### config.mk
export PLATFORM = sky130hd
export DESIGN_NAME = pecs_regs
export DESIGN_NICKNAME = d
export VERILOG_FILES = /design/src/rtl/pecs_pkg.sv /design/src/rtl/pecs_mgmt_if.sv /design/src/rtl/pecs_mdio_engine.sv /design/src/rtl/pecs_regs.sv
export SDC_FILE = /design/constraint.sdc
export NUM_CORES = 1
export LEC_CHECK = 0
export BUFFER_PORTS_ARGS = -buffer_cell sky130_fd_sc_hd__buf_2
export CELL_PAD_IN_SITES_DETAIL_PLACEMENT = 1
export CELL_PAD_IN_SITES_GLOBAL_PLACEMENT = 2
export CORE_MARGIN = 2
export CORE_UTILIZATION = 44
export CTS_BUF_LIST = sky130_fd_sc_hd__clkbuf_8 sky130_fd_sc_hd__clkbuf_16
export CTS_CLUSTER_DIAMETER = 40
export DETAILED_ROUTE_END_ITERATION = 6
export PLACE_DENSITY = 0.88
export SKIP_LAST_GASP = 1
export SLEW_MARGIN = 0
export SYNTH_ARGS = -nofsm -noshare
export SYNTH_HDL_FRONTEND = slang
export SYNTH_HIERARCHICAL = 1
export SYNTH_SLANG_ARGS = --single-unit
export TNS_END_PERCENT = 100
### constraint.sdc
create_clock -name clock -period 4.7 [get_ports clock]
set_input_delay 0.235 -clock clock [delete_from_list [all_inputs] [get_ports clock]]
set_output_delay 0.235 -clock clock [all_outputs]
set_load 0.005 [all_outputs]
### src/rtl/pecs_pkg.sv
`default_nettype none
package pecs_pkg;
  // ***************************************************
  // register addresses on the management bus
  // ***************************************************
  localparam logic [4:0] REG_LP_NP     = 5'h08;
  localparam logic [4:0] REG_RSV_LO    = 5'h09;
  localparam logic [4:0] REG_RSV_HI    = 5'h0F;
  localparam logic [4:0] REG_EXT_CTRL  = 5'h10;
  localparam logic [4:0] REG_QP_STAT   = 5'h11;

  // ***************************************************
  // field positions
  // ***************************************************
  localparam int LP_CODE_HI      = 3;
  localparam int EXT_CMD_OVR     = 15;
  localparam int EXT_PHYAD_HI    = 10;
  localparam int EXT_PHYAD_LO    = 6;
  localparam int EXT_CIPH_TEST   = 5;
  localparam int EXT_NRZI        = 3;
  localparam int EXT_TX_INVALID  = 2;
  localparam int EXT_CIPH_BYPASS = 0;
  localparam int QP_SPEED        = 15;
  localparam int QP_DUPLEX       = 14;
  localparam int QP_PROG_HI      = 13;
  localparam int QP_PROG_LO      = 11;

  // ***************************************************
  // reset values
  // ***************************************************
  localparam logic [15:0] LP_NP_RST       = 16'h0000;
  localparam logic        CMD_OVR_RST     = 1'b0;
  localparam logic        CIPH_TEST_RST   = 1'b0;
  localparam logic        NRZI_RST        = 1'b1;
  localparam logic        TX_INVALID_RST  = 1'b0;
  localparam logic        CIPH_BYPASS_RST = 1'b0;
  localparam logic [2:0]  PROG_RST        = 3'h0;
  localparam logic        PHYAD_MSB_VAL   = 1'b1;
  localparam logic [3:0]  STRAP_RST       = 4'h0;

  // ***************************************************
  // serial management frame
  // ***************************************************
  localparam int         PRE_LEN  = 32;
  localparam int         HDR_BITS = 12;
  localparam int         DATA_BITS = 16;
  localparam logic [1:0] OP_READ  = 2'h2;
  localparam logic [1:0] OP_WRITE = 2'h1;

  typedef enum logic [2:0] {
    ST_IDLE,
    ST_START,
    ST_HDR,
    ST_TA,
    ST_DATA
  } pecs_frame_state_t;
endpackage : pecs_pkg
`default_nettype wire

### src/rtl/pecs_mgmt_if.sv
`timescale 1ns/1ns
`default_nettype none
interface pecs_mgmt_if;
  logic        rd_stb;    // one-cycle read request
  logic        wr_stb;    // one-cycle write request
  logic [4:0]  addr;      // register address
  logic [15:0] wdata;     // write data
  logic [15:0] rd_data;   // read data for addr
  logic [4:0]  phy_addr;  // own management address

  modport engine (output rd_stb, output wr_stb, output addr, output wdata,
                  input rd_data, input phy_addr);
  modport regs   (input rd_stb, input wr_stb, input addr, input wdata,
                  output rd_data, output phy_addr);
endinterface : pecs_mgmt_if
`default_nettype wire

### src/rtl/pecs_mdio_engine.sv
`timescale 1ns/1ns
`default_nettype none
module pecs_mdio_engine (
  input  wire logic  clock,      // system clock
  input  wire logic  sys_rst,    // async reset, active high
  input  wire logic  mdc_pin,    // management clock pin
  input  wire logic  mdio_in,    // management data pin level
  output var  logic  mdio_out,   // management data driven value
  output var  logic  mdio_oe_n,  // low while driving
  pecs_mgmt_if.engine mif        // register side
);
  logic [2:0]  mdc_sync;
  logic [1:0]  mdio_sync;
  logic        mdc_rise;
  logic        bit_in;
  pecs_pkg::pecs_frame_state_t state;
  logic [5:0]  pre_cnt;
  logic [4:0]  cnt;
  logic [11:0] hdr;
  logic [11:0] next_hdr;
  logic        is_read;
  logic [15:0] shreg;

  // ***************************************************
  // pin synchronisers
  // ***************************************************
  // mdc is far slower than clock, so edge detect on the synced copy is safe
  always_ff @(posedge clock or posedge sys_rst) begin
    if (sys_rst) begin
      mdc_sync  <= 3'h0;
      mdio_sync <= 2'h3;
    end else begin
      mdc_sync  <= {mdc_sync[1:0], mdc_pin};
      mdio_sync <= {mdio_sync[0], mdio_in};
    end
  end
  assign mdc_rise = mdc_sync[1] & ~mdc_sync[2];
  assign bit_in   = mdio_sync[1];
  assign next_hdr = {hdr[10:0], bit_in};

  // ***************************************************
  // frame sequencer
  // ***************************************************
  always_ff @(posedge clock or posedge sys_rst) begin
    if (sys_rst) begin
      state      <= pecs_pkg::ST_IDLE;
      pre_cnt    <= 6'h00;
      cnt        <= 5'h00;
      hdr        <= 12'h000;
      is_read    <= 1'b0;
      shreg      <= 16'h0000;
      mdio_out   <= 1'b1;
      mdio_oe_n  <= 1'b1;
      mif.rd_stb <= 1'b0;
      mif.wr_stb <= 1'b0;
      mif.addr   <= 5'h00;
      mif.wdata  <= 16'h0000;
    end else begin
      mif.rd_stb <= 1'b0;
      mif.wr_stb <= 1'b0;
      // read data is valid in the cycle the request stands
      if (mif.rd_stb)
        shreg <= mif.rd_data;
      if (mdc_rise) begin
        case (state)
          pecs_pkg::ST_IDLE: begin
            if (bit_in) begin
              if (pre_cnt != 6'(pecs_pkg::PRE_LEN))
                pre_cnt <= pre_cnt + 6'h01;
            end else if (pre_cnt == 6'(pecs_pkg::PRE_LEN)) begin
              state <= pecs_pkg::ST_START;
            end else begin
              pre_cnt <= 6'h00;
            end
          end
          pecs_pkg::ST_START: begin
            pre_cnt <= 6'h00;
            cnt     <= 5'h00;
            state   <= bit_in ? pecs_pkg::ST_HDR : pecs_pkg::ST_IDLE;
          end
          pecs_pkg::ST_HDR: begin
            hdr <= next_hdr;
            cnt <= cnt + 5'h01;
            if (cnt == 5'(pecs_pkg::HDR_BITS - 1)) begin
              cnt      <= 5'h00;
              mif.addr <= next_hdr[4:0];
              is_read  <= (next_hdr[11:10] == pecs_pkg::OP_READ);
              if (next_hdr[9:5] != mif.phy_addr ||
                  (next_hdr[11:10] != pecs_pkg::OP_READ &&
                   next_hdr[11:10] != pecs_pkg::OP_WRITE)) begin
                state <= pecs_pkg::ST_IDLE;
              end else begin
                state      <= pecs_pkg::ST_TA;
                mif.rd_stb <= (next_hdr[11:10] == pecs_pkg::OP_READ);
              end
            end
          end
          pecs_pkg::ST_TA: begin
            // read: first turnaround bit released, second driven low
            if (is_read) begin
              mdio_oe_n <= 1'b0;
              mdio_out  <= 1'b0;
              state     <= pecs_pkg::ST_DATA;
            end else begin
              cnt <= cnt + 5'h01;
              if (cnt == 5'h01) begin
                cnt   <= 5'h00;
                state <= pecs_pkg::ST_DATA;
              end
            end
          end
          pecs_pkg::ST_DATA: begin
            if (is_read) begin
              if (cnt == 5'(pecs_pkg::DATA_BITS)) begin
                mdio_oe_n <= 1'b1;
                mdio_out  <= 1'b1;
                cnt       <= 5'h00;
                state     <= pecs_pkg::ST_IDLE;
              end else begin
                mdio_out <= shreg[15];
                shreg    <= {shreg[14:0], 1'b0};
                cnt      <= cnt + 5'h01;
              end
            end else begin
              shreg <= {shreg[14:0], bit_in};
              cnt   <= cnt + 5'h01;
              if (cnt == 5'(pecs_pkg::DATA_BITS - 1)) begin
                mif.wdata  <= {shreg[14:0], bit_in};
                mif.wr_stb <= 1'b1;
                cnt        <= 5'h00;
                state      <= pecs_pkg::ST_IDLE;
              end
            end
          end
          default: state <= pecs_pkg::ST_IDLE;
        endcase
      end
    end
  end
endmodule : pecs_mdio_engine
`default_nettype wire

### src/rtl/pecs_regs.sv
// Function
// - partner next-page code bits 3:0 read-only, hold received code, reset zero
// - addresses nine to fifteen reserved, no vendor function behind them
// - control bit 15 command-override write enable, self clearing, resets zero
// - control bit 5 sets stream cipher test mode, resets zero
// - control bit 2 enables sending invalid code groups, resets zero
// - control bit 0 bypasses stream cipher scrambler, resets zero
// - status bit 15 reads speed: zero 10 Mbps, one 100 Mbps
// - status bits 13:12 progress monitor, latching maximum, reset zero
// - status bit 11 lowest progress bit, same latching maximum and reset
`timescale 1ns/1ns
`default_nettype none
module pecs_regs (
  input  wire logic        clock,            // 125 MHz system clock
  input  wire logic        sys_rst,          // async reset, active high
  input  wire logic        mdc,              // management clock pin
  input  wire logic        mdio_in,          // management data pin input
  output var  logic        mdio_out,         // management data pin output
  output var  logic        mdio_oe_n,        // management data enable, low drives
  input  wire logic [3:0]  phyad_strap,      // address strap pins, bits 3:0
  input  wire logic [15:0] lp_np_word,       // received partner next-page word
  input  wire logic        lp_np_load,       // pulse: new partner page received
  input  wire logic        speed_100,        // resolved rate, high for 100 Mbps
  input  wire logic        full_duplex,      // resolved duplex, high for full
  input  wire logic [2:0]  an_progress,      // current negotiation progress code
  output var  logic        cmd_override_en,  // command-override write enable
  output var  logic        cipher_test_mode, // stream cipher test mode
  output var  logic        nrzi_select,      // high NRZI, low NRZ
  output var  logic        tx_invalid_en,    // allow invalid code groups
  output var  logic        cipher_bypass     // scrambler bypassed
);
  pecs_mgmt_if mif ();

  logic [3:0]  strap_q1;
  logic [3:0]  strap_q2;
  logic [1:0]  strap_wait;
  logic [3:0]  strap_val;
  logic [15:0] lp_np;
  logic [2:0]  prog_max;
  logic [15:0] ext_word;
  logic [15:0] qp_word;
  logic        wr_ext;
  logic        rd_qp;

  pecs_mdio_engine u_engine (
    .clock     (clock),
    .sys_rst   (sys_rst),
    .mdc_pin   (mdc),
    .mdio_in   (mdio_in),
    .mdio_out  (mdio_out),
    .mdio_oe_n (mdio_oe_n),
    .mif       (mif.engine)
  );

  // ***************************************************
  // strap capture after reset release
  // ***************************************************
  // straps are pins: synchronise, then freeze once the chain has settled
  always_ff @(posedge clock or posedge sys_rst) begin
    if (sys_rst) begin
      strap_q1 <= pecs_pkg::STRAP_RST;
      strap_q2 <= pecs_pkg::STRAP_RST;
    end else begin
      strap_q1 <= phyad_strap;
      strap_q2 <= strap_q1;
    end
  end

  always_ff @(posedge clock or posedge sys_rst) begin
    if (sys_rst) begin
      strap_wait <= 2'h0;
      strap_val  <= pecs_pkg::STRAP_RST;
    end else if (strap_wait != 2'h3) begin
      strap_wait <= strap_wait + 2'h1;
      if (strap_wait == 2'h2)
        strap_val <= strap_q2;
    end
  end

  assign mif.phy_addr = {pecs_pkg::PHYAD_MSB_VAL, strap_val};

  // ***************************************************
  // partner next-page word
  // ***************************************************
  always_ff @(posedge clock or posedge sys_rst) begin
    if (sys_rst)
      lp_np <= pecs_pkg::LP_NP_RST;
    else if (lp_np_load)
      lp_np <= lp_np_word;
  end

  // ***************************************************
  // extended control
  // ***************************************************
  assign wr_ext = mif.wr_stb && (mif.addr == pecs_pkg::REG_EXT_CTRL);

  // override enable lasts until the next management write has used it
  always_ff @(posedge clock or posedge sys_rst) begin
    if (sys_rst)
      cmd_override_en <= pecs_pkg::CMD_OVR_RST;
    else if (wr_ext && mif.wdata[pecs_pkg::EXT_CMD_OVR])
      cmd_override_en <= 1'b1;
    else if (mif.wr_stb)
      cmd_override_en <= 1'b0;
  end

  // reserved bits are not stored: software writes zero to them anyway
  always_ff @(posedge clock or posedge sys_rst) begin
    if (sys_rst) begin
      cipher_test_mode <= pecs_pkg::CIPH_TEST_RST;
      nrzi_select      <= pecs_pkg::NRZI_RST;
      tx_invalid_en    <= pecs_pkg::TX_INVALID_RST;
      cipher_bypass    <= pecs_pkg::CIPH_BYPASS_RST;
    end else if (wr_ext) begin
      cipher_test_mode <= mif.wdata[pecs_pkg::EXT_CIPH_TEST];
      nrzi_select      <= mif.wdata[pecs_pkg::EXT_NRZI];
      tx_invalid_en    <= mif.wdata[pecs_pkg::EXT_TX_INVALID];
      cipher_bypass    <= mif.wdata[pecs_pkg::EXT_CIPH_BYPASS];
    end
  end

  // ***************************************************
  // quick-poll progress, latching maximum
  // ***************************************************
  assign rd_qp = mif.rd_stb && (mif.addr == pecs_pkg::REG_QP_STAT);

  always_ff @(posedge clock or posedge sys_rst) begin
    if (sys_rst)
      prog_max <= pecs_pkg::PROG_RST;
    else if (rd_qp)
      prog_max <= an_progress;
    else if (an_progress > prog_max)
      prog_max <= an_progress;
  end

  // ***************************************************
  // read decode
  // ***************************************************
  always_comb begin
    ext_word = 16'h0000;
    ext_word[pecs_pkg::EXT_CMD_OVR] = cmd_override_en;
    ext_word[pecs_pkg::EXT_PHYAD_HI:pecs_pkg::EXT_PHYAD_LO] = mif.phy_addr;
    ext_word[pecs_pkg::EXT_CIPH_TEST] = cipher_test_mode;
    ext_word[pecs_pkg::EXT_NRZI] = nrzi_select;
    ext_word[pecs_pkg::EXT_TX_INVALID] = tx_invalid_en;
    ext_word[pecs_pkg::EXT_CIPH_BYPASS] = cipher_bypass;
  end

  always_comb begin
    qp_word = 16'h0000;
    qp_word[pecs_pkg::QP_SPEED] = speed_100;
    qp_word[pecs_pkg::QP_DUPLEX] = full_duplex;
    qp_word[pecs_pkg::QP_PROG_HI:pecs_pkg::QP_PROG_LO] = prog_max;
  end

  always_comb begin
    mif.rd_data = 16'h0000;
    if (mif.addr == pecs_pkg::REG_LP_NP)
      mif.rd_data = lp_np;
    else if (mif.addr >= pecs_pkg::REG_RSV_LO && mif.addr <= pecs_pkg::REG_RSV_HI)
      mif.rd_data = 16'h0000;
    else if (mif.addr == pecs_pkg::REG_EXT_CTRL)
      mif.rd_data = ext_word;
    else if (mif.addr == pecs_pkg::REG_QP_STAT)
      mif.rd_data = qp_word;
  end
endmodule : pecs_regs
`default_nettype wire

Word-level counts from Yosys, hierarchy flattened
Cells that the tools add are included.
Widths: inputs -> output; s select.

storage, ports and cells
  bits in registers = 110
  bits in latches = 0
  RAM bits = 0
  ROM bits = 0
  input port bits = 30
  word-level logic and storage cells = 136
  memories kept = 0

operators by class
  add/subtract/negate cells = 3
  multiply operators = 0
  divide/modulo/power cells = 0
  magnitude comparators = 3
  equality and inequality tests = 31
  shifts and indexed selects = 0
  muxes and demuxes = 50
  bitwise logic cells = 3
  reduce and logical (&&, ||, !) cells = 21

operators by type and width
  cell                 count
  $mux 16              9
  $mux 3               10
  $mux 5               6
  $pmux 5 s4           1
  $mux 6               3
  $eq 5x4->1 const B   3
  $eq 5x5->1 const B   3
  $mux 1               15
  $pmux 3 s5           1
  $ne 2x1->1 const B   6
  $pmux 6 s2           1
  $reduce_and 4->1     3
  $ne 2x2->1 const B   4
  $reduce_bool 2->1    4
  $reduce_and 7->1     1
  $add 6x1->6 const B  1
  $eq 3x2->1 const B   2
  $eq 6x6->1 const B   1
  $ne 3x1->1 const B   2
  $ne 3x3->1 const B   2
  $ne 6x6->1 const B   1
  $reduce_and 3->1     2
  $add 5x1->5 const B  1
  $eq 5x1->1 const B   1
  other kinds (19)     28

Depth between registers and ports, before layout
  word-level depth = 10
  depth in mapped cells = 9
  gate-level depth less buffers = 8

Hierarchy
The synthesis kept the hierarchy.

by module, submodules not included
  module            times used  cells each  area each (um2)  sequential area each (um2)
  pecs_mdio_engine  1           330         3,387.0          1,806.7
  pecs_regs         1           117         1,655.3          952.2

Worst setup path before layout
OpenSTA, ideal clock, no wires.

  path kind = reg-to-reg
  start point = reg u_engine.cnt[0]
  end point = reg u_engine.state[0]
  setup time = 0.128 ns
  arrival = 1.847 ns
  path slack = 2.725 ns
  stages on the path, launching flop included = 9
  clock period less this slack = 1.975 ns
  cell sequence = dfrtp_1 -> ha_1 -> and3_1 -> ha_1 -> nor2b_1 -> a211oi_2 -> nor3b_2 -> o21ai_2 -> mux2_1

between the ends
  word-level cells in the longest chain between the ends = 3
  elaborated cells on any way between the ends = 9
  classes of those cells = eq/ne (8); reduce/logical (1)

ends and longest elaborated chain
  element                                              RTL line                 source
  start: declaration                                   pecs_mdio_engine.sv:18   logic [4:0] cnt;
  start signal: assignment                             pecs_mdio_engine.sv:83   cnt <= cnt + 5'h01;
  start signal: assignment                             pecs_mdio_engine.sv:105  cnt <= cnt + 5'h01;
  start signal: assignment                             pecs_mdio_engine.sv:122  cnt <= cnt + 5'h01;
  $eq 5x5->1 (tied with other cells)                   pecs_mdio_engine.sv:114  if (cnt == 5'(pecs_pkg::DATA_BITS)) begin
  $ne 3x3->1 (no source line) (tied with other cells)  n/a
  $reduce_and 7->1 (no source line) *                  n/a
  end signal: assignment                               pecs_mdio_engine.sv:108  state <= pecs_pkg::ST_DATA;
  end signal: assignment                               pecs_mdio_engine.sv:118  state <= pecs_pkg::ST_IDLE;
  end signal: assignment                               pecs_mdio_engine.sv:131  state <= pecs_pkg::ST_IDLE;
  end: declaration                                     pecs_mdio_engine.sv:16   pecs_pkg::pecs_frame_state_t state;

Every way passes the cells marked *; elsewhere a longest branch is shown, timed or not.
A chain may end at the register's enable or synchronous reset.

Final worst setup path
  start point = reg u_engine.mdc_sync[1]
  end point = reg u_engine.shreg[12]

between the ends
  word-level cells in the longest chain between the ends = 2

ends and longest elaborated chain
  element                   RTL line                 source
  start: declaration        pecs_mdio_engine.sv:12   logic [2:0] mdc_sync;
  start signal: assignment  pecs_mdio_engine.sv:33   mdc_sync <= {mdc_sync[1:0], mdc_pin};
  $and 1x1->1               pecs_mdio_engine.sv:37   assign mdc_rise = mdc_sync[1] & ~mdc_sync[2];
  $mux 16                   pecs_mdio_engine.sv:64   if (mdc_rise) begin
  end signal: assignment    pecs_mdio_engine.sv:63   shreg <= mif.rd_data;
  end signal: assignment    pecs_mdio_engine.sv:121  shreg <= {shreg[14:0], 1'b0};
  end signal: assignment    pecs_mdio_engine.sv:125  shreg <= {shreg[14:0], bit_in};
  end: declaration          pecs_mdio_engine.sv:22   logic [15:0] shreg;

Every way passes these cells.

==> key figures <==
Power
  • Reg power frac: ~52%
  • Switching Power: about 0.62 mW
  • Power Dens Cells: just under 400 nW/um2
  • Total power draw: just over 2 mW
  • Power share of the clock group: between 30% and 40%
  • Worst IR Drop VDD: 0.247 mV
  • Cell-internal power: 1.44 mW
  • Combinational power share: between 10% and 20%
  • Pleak: ~2.3 nW
  • Switching Share: ~30%

Detailed routing
  • Final WL: roughly 10000 um
  • DR WL/cell: about 18 um
  • Vias/cell: between 5 and 6
  • DRC viols: 0
  • Number of DRC markers in iteration 0: 135
  • Vias post-DR: roughly 3200
  • Drt pass-1 iters: 4
  • DRT antenna net count: 0

Clocking
  • CTS root buffer: clkbuf_8
  • Longest Clk Path Bufs: 2
  • Clock slew at reported path FFs: around 0.090 ns
  • CTS buffer count: 9
  • H-tree levels: 3
  • TritonCTS clock tree: done
  • CTS sink cnt: 99
  • Clock latency on the worst-skew pair: approximately 0.38 ns

Setup path
  • Crit-path max FO: 31
  • CP Buf/Inv Count: 0
  • Cells on worst reg2reg path: 4
  • Number of stages on the worst setup path: 4
  • CP peak stage delay: 0.90 ns
  • Cell at the slowest stage of the critical path: a21oi_2
  • Required time of the critical path: between 4 and 5 ns
  • CP Launch Type: flop
  • Worst Setup End Kind: flop
  • Crit path DAT: 2.77 ns
  • Crit path max-delay family: compound AO/OA/AOI/OAI gates
  • Cells along the critical path: nor2b_1 > nand2_1 > a21oi_2 > o21ai_0
  • Crit Path Category: flop to flop

Global routing
  • GR Overflow Total: 0
  • Tot GR Track Use: around a fifth
  • GRT met2 Usage: around 33%
  • Initial antenna violation count: 0
  • Grt met3 use: 2.80%
  • Pin count of the biggest net entering global routing: 62
  • Vias in the first global route: approximately 3400
  • GR Layer Usage met1: about a quarter
  • Global route hottest layer: met2
  • First-pass GRT wire length: approximately 17000 um

Timing
  • Post-route minimum period: 2.58 ns
  • RSZ-0062 raised after global routing: false
  • Max-slew violations: 0
  • Final period util: ~55%
  • Setup Skew: 0.00897 ns
  • Final Setup Violations: 0
  • Max Freq: 388 MHz
  • Final TNS setup: 0 ns
  • Final Hold Fails: 0
  • Worst Tran Pin Value: between 1 and 1.5 ns
  • Slew HR: 20.8%

Hold path
  • Worst min path class: input port to flop
  • Worst hold path depth: 2

Finish
  • Ratio of cells with drive above 1 in the final layout: between 20 and 30%
  • Cell area after layout: ~5200 um2
  • NumNets Final: approximately 480
  • Antenna Cells: 0
  • Area Overhead vs Synth: 12.3%
  • Non-filler cells, final: about 580

Placement
  • GP Congestion: 0.770
  • PortBufs: 36
  • Placed Area: slightly below 5000 um2
  • DP HPWL: about 7000 um
  • Post-Place Cells: 558

Synth
  • Syn_nets: between 400 and 500
  • Yosys warns: 6
  • Post-Syn Area: around 4600 um2
  • Synth Instances: approximately 400
  • Avg Cell Area, Syn: between 10 and 15 um2

Floorplanning
  • Die height: about 110 um
  • Initial Util: roughly 45%
  • I/O pin cnt: 37
  • Row count: 37
  • Floorplan Core Area: a little over 10000 um2
  • Full die area: between 10000 and 15000 um2
  • Die Wd: ~110 um

Job
  • MaxCap Viol Count: 0

Run status
  • Outcome: finished clean
worst paths after layout:
kind | slack [ns] | endpoint | start
min | 0.09 | lp_np[13] | lp_np_word[13]
max | 2.12 | u_engine/shreg[12] | u_engine/mdc_sync[1]
max reg2reg | 2.12 | u_engine/shreg[12] | u_engine/mdc_sync[1]
max in group asynchronous | 3.54 | u_engine/mif.rd_stb | sys_rst
min reg2reg | 0.36 | strap_q2[1] | strap_q1[1]
min in group asynchronous | 0.54 | lp_np[4] | sys_rst
flip-flops by register name, summed over array words and instances, names as in the netlist, 2 cells and up:
| register | count |
|---|---|
| u_engine/mif.wdata | 5 |
| u_engine/mdio_sync | 2 |
| u_engine/cnt | 5 |
| u_engine/hdr | 11 |
| strap_val | 4 |
| u_engine/mif.addr | 5 |
| prog_max | 3 |
| u_engine/state | 3 |
| u_engine/shreg | 16 |
| u_engine/pre_cnt | 6 |
| u_engine/mdc_sync | 3 |
| lp_np | 16 |
| strap_q1 | 4 |
| strap_wait | 2 |
| strap_q2 | 4 |
power groups by stage:
stage               Clock [mW]  Combinational [mW]  Sequential [mW]
detailed placement           0               0.348             1.09
global route             0.681               0.395             1.09
CTS                      0.650               0.355             1.07
finish                   0.632               0.352             1.07
floorplan                    0               0.320             1.01
global placement             0               0.326             1.08
per-layer routing:
metal | share of wire [%] | vias to the layer above
met5 | 0 | -
met4 | 1.7 | 0
met2 | 50 | 38
li1 | - | 1488
met3 | 2.2 | 11
met1 | 46 | 1639
through the flow:
| step | util, % | hold WS (ns) | worst slack, ns |
|---|---|---|---|
| after floorplan | - | 0.239 | 2.73 |
| after global placement | 47.8 | 0.332 | 2.36 |
| after detailed placement | 47.8 | 0.342 | 2.23 |
| after CTS | 50.7 | 0.0744 | 2.17 |
| after global routing | 50.7 | 0.0826 | 1.84 |
| final | 50.7 | 0.0872 | 2.12 |
area by class of cell:
type / instances / area (um2)
clock buffers: 11 / 151
clock inverters: 5 / 82.6
fillers: 1125 / 5060
inverters: 20 / 75.1
multi-input cells: 265 / 1990
flip-flops and latches: 99 / 2480
well taps: 136 / 170
repair buffers: 45 / 265
layout by cell type, fill, tap and decap left out, types with 5 or more instances in the layout:
cell	count
dfrtp_1	94
clkbuf_8	11
mux2i_1	17
inv_1	19
o21ai_0	30
mux2_2	36
dlygate4sd3_1	7
nand3_1	13
a22o_1	13
ha_1	13
nor2_1	10
nand2_1	51
nor2b_1	5
a21oi_1	5
dfstp_2	5
buf_2	36
repair_timing:
action,4_1_cts,5_1_grt
hold buffers,7,0
hold endpoints to repair,27,0
setup endpoints to repair,0,0
resized for setup,0,0
setup buffers,0,0
Power figures use the tool's default switching activity.
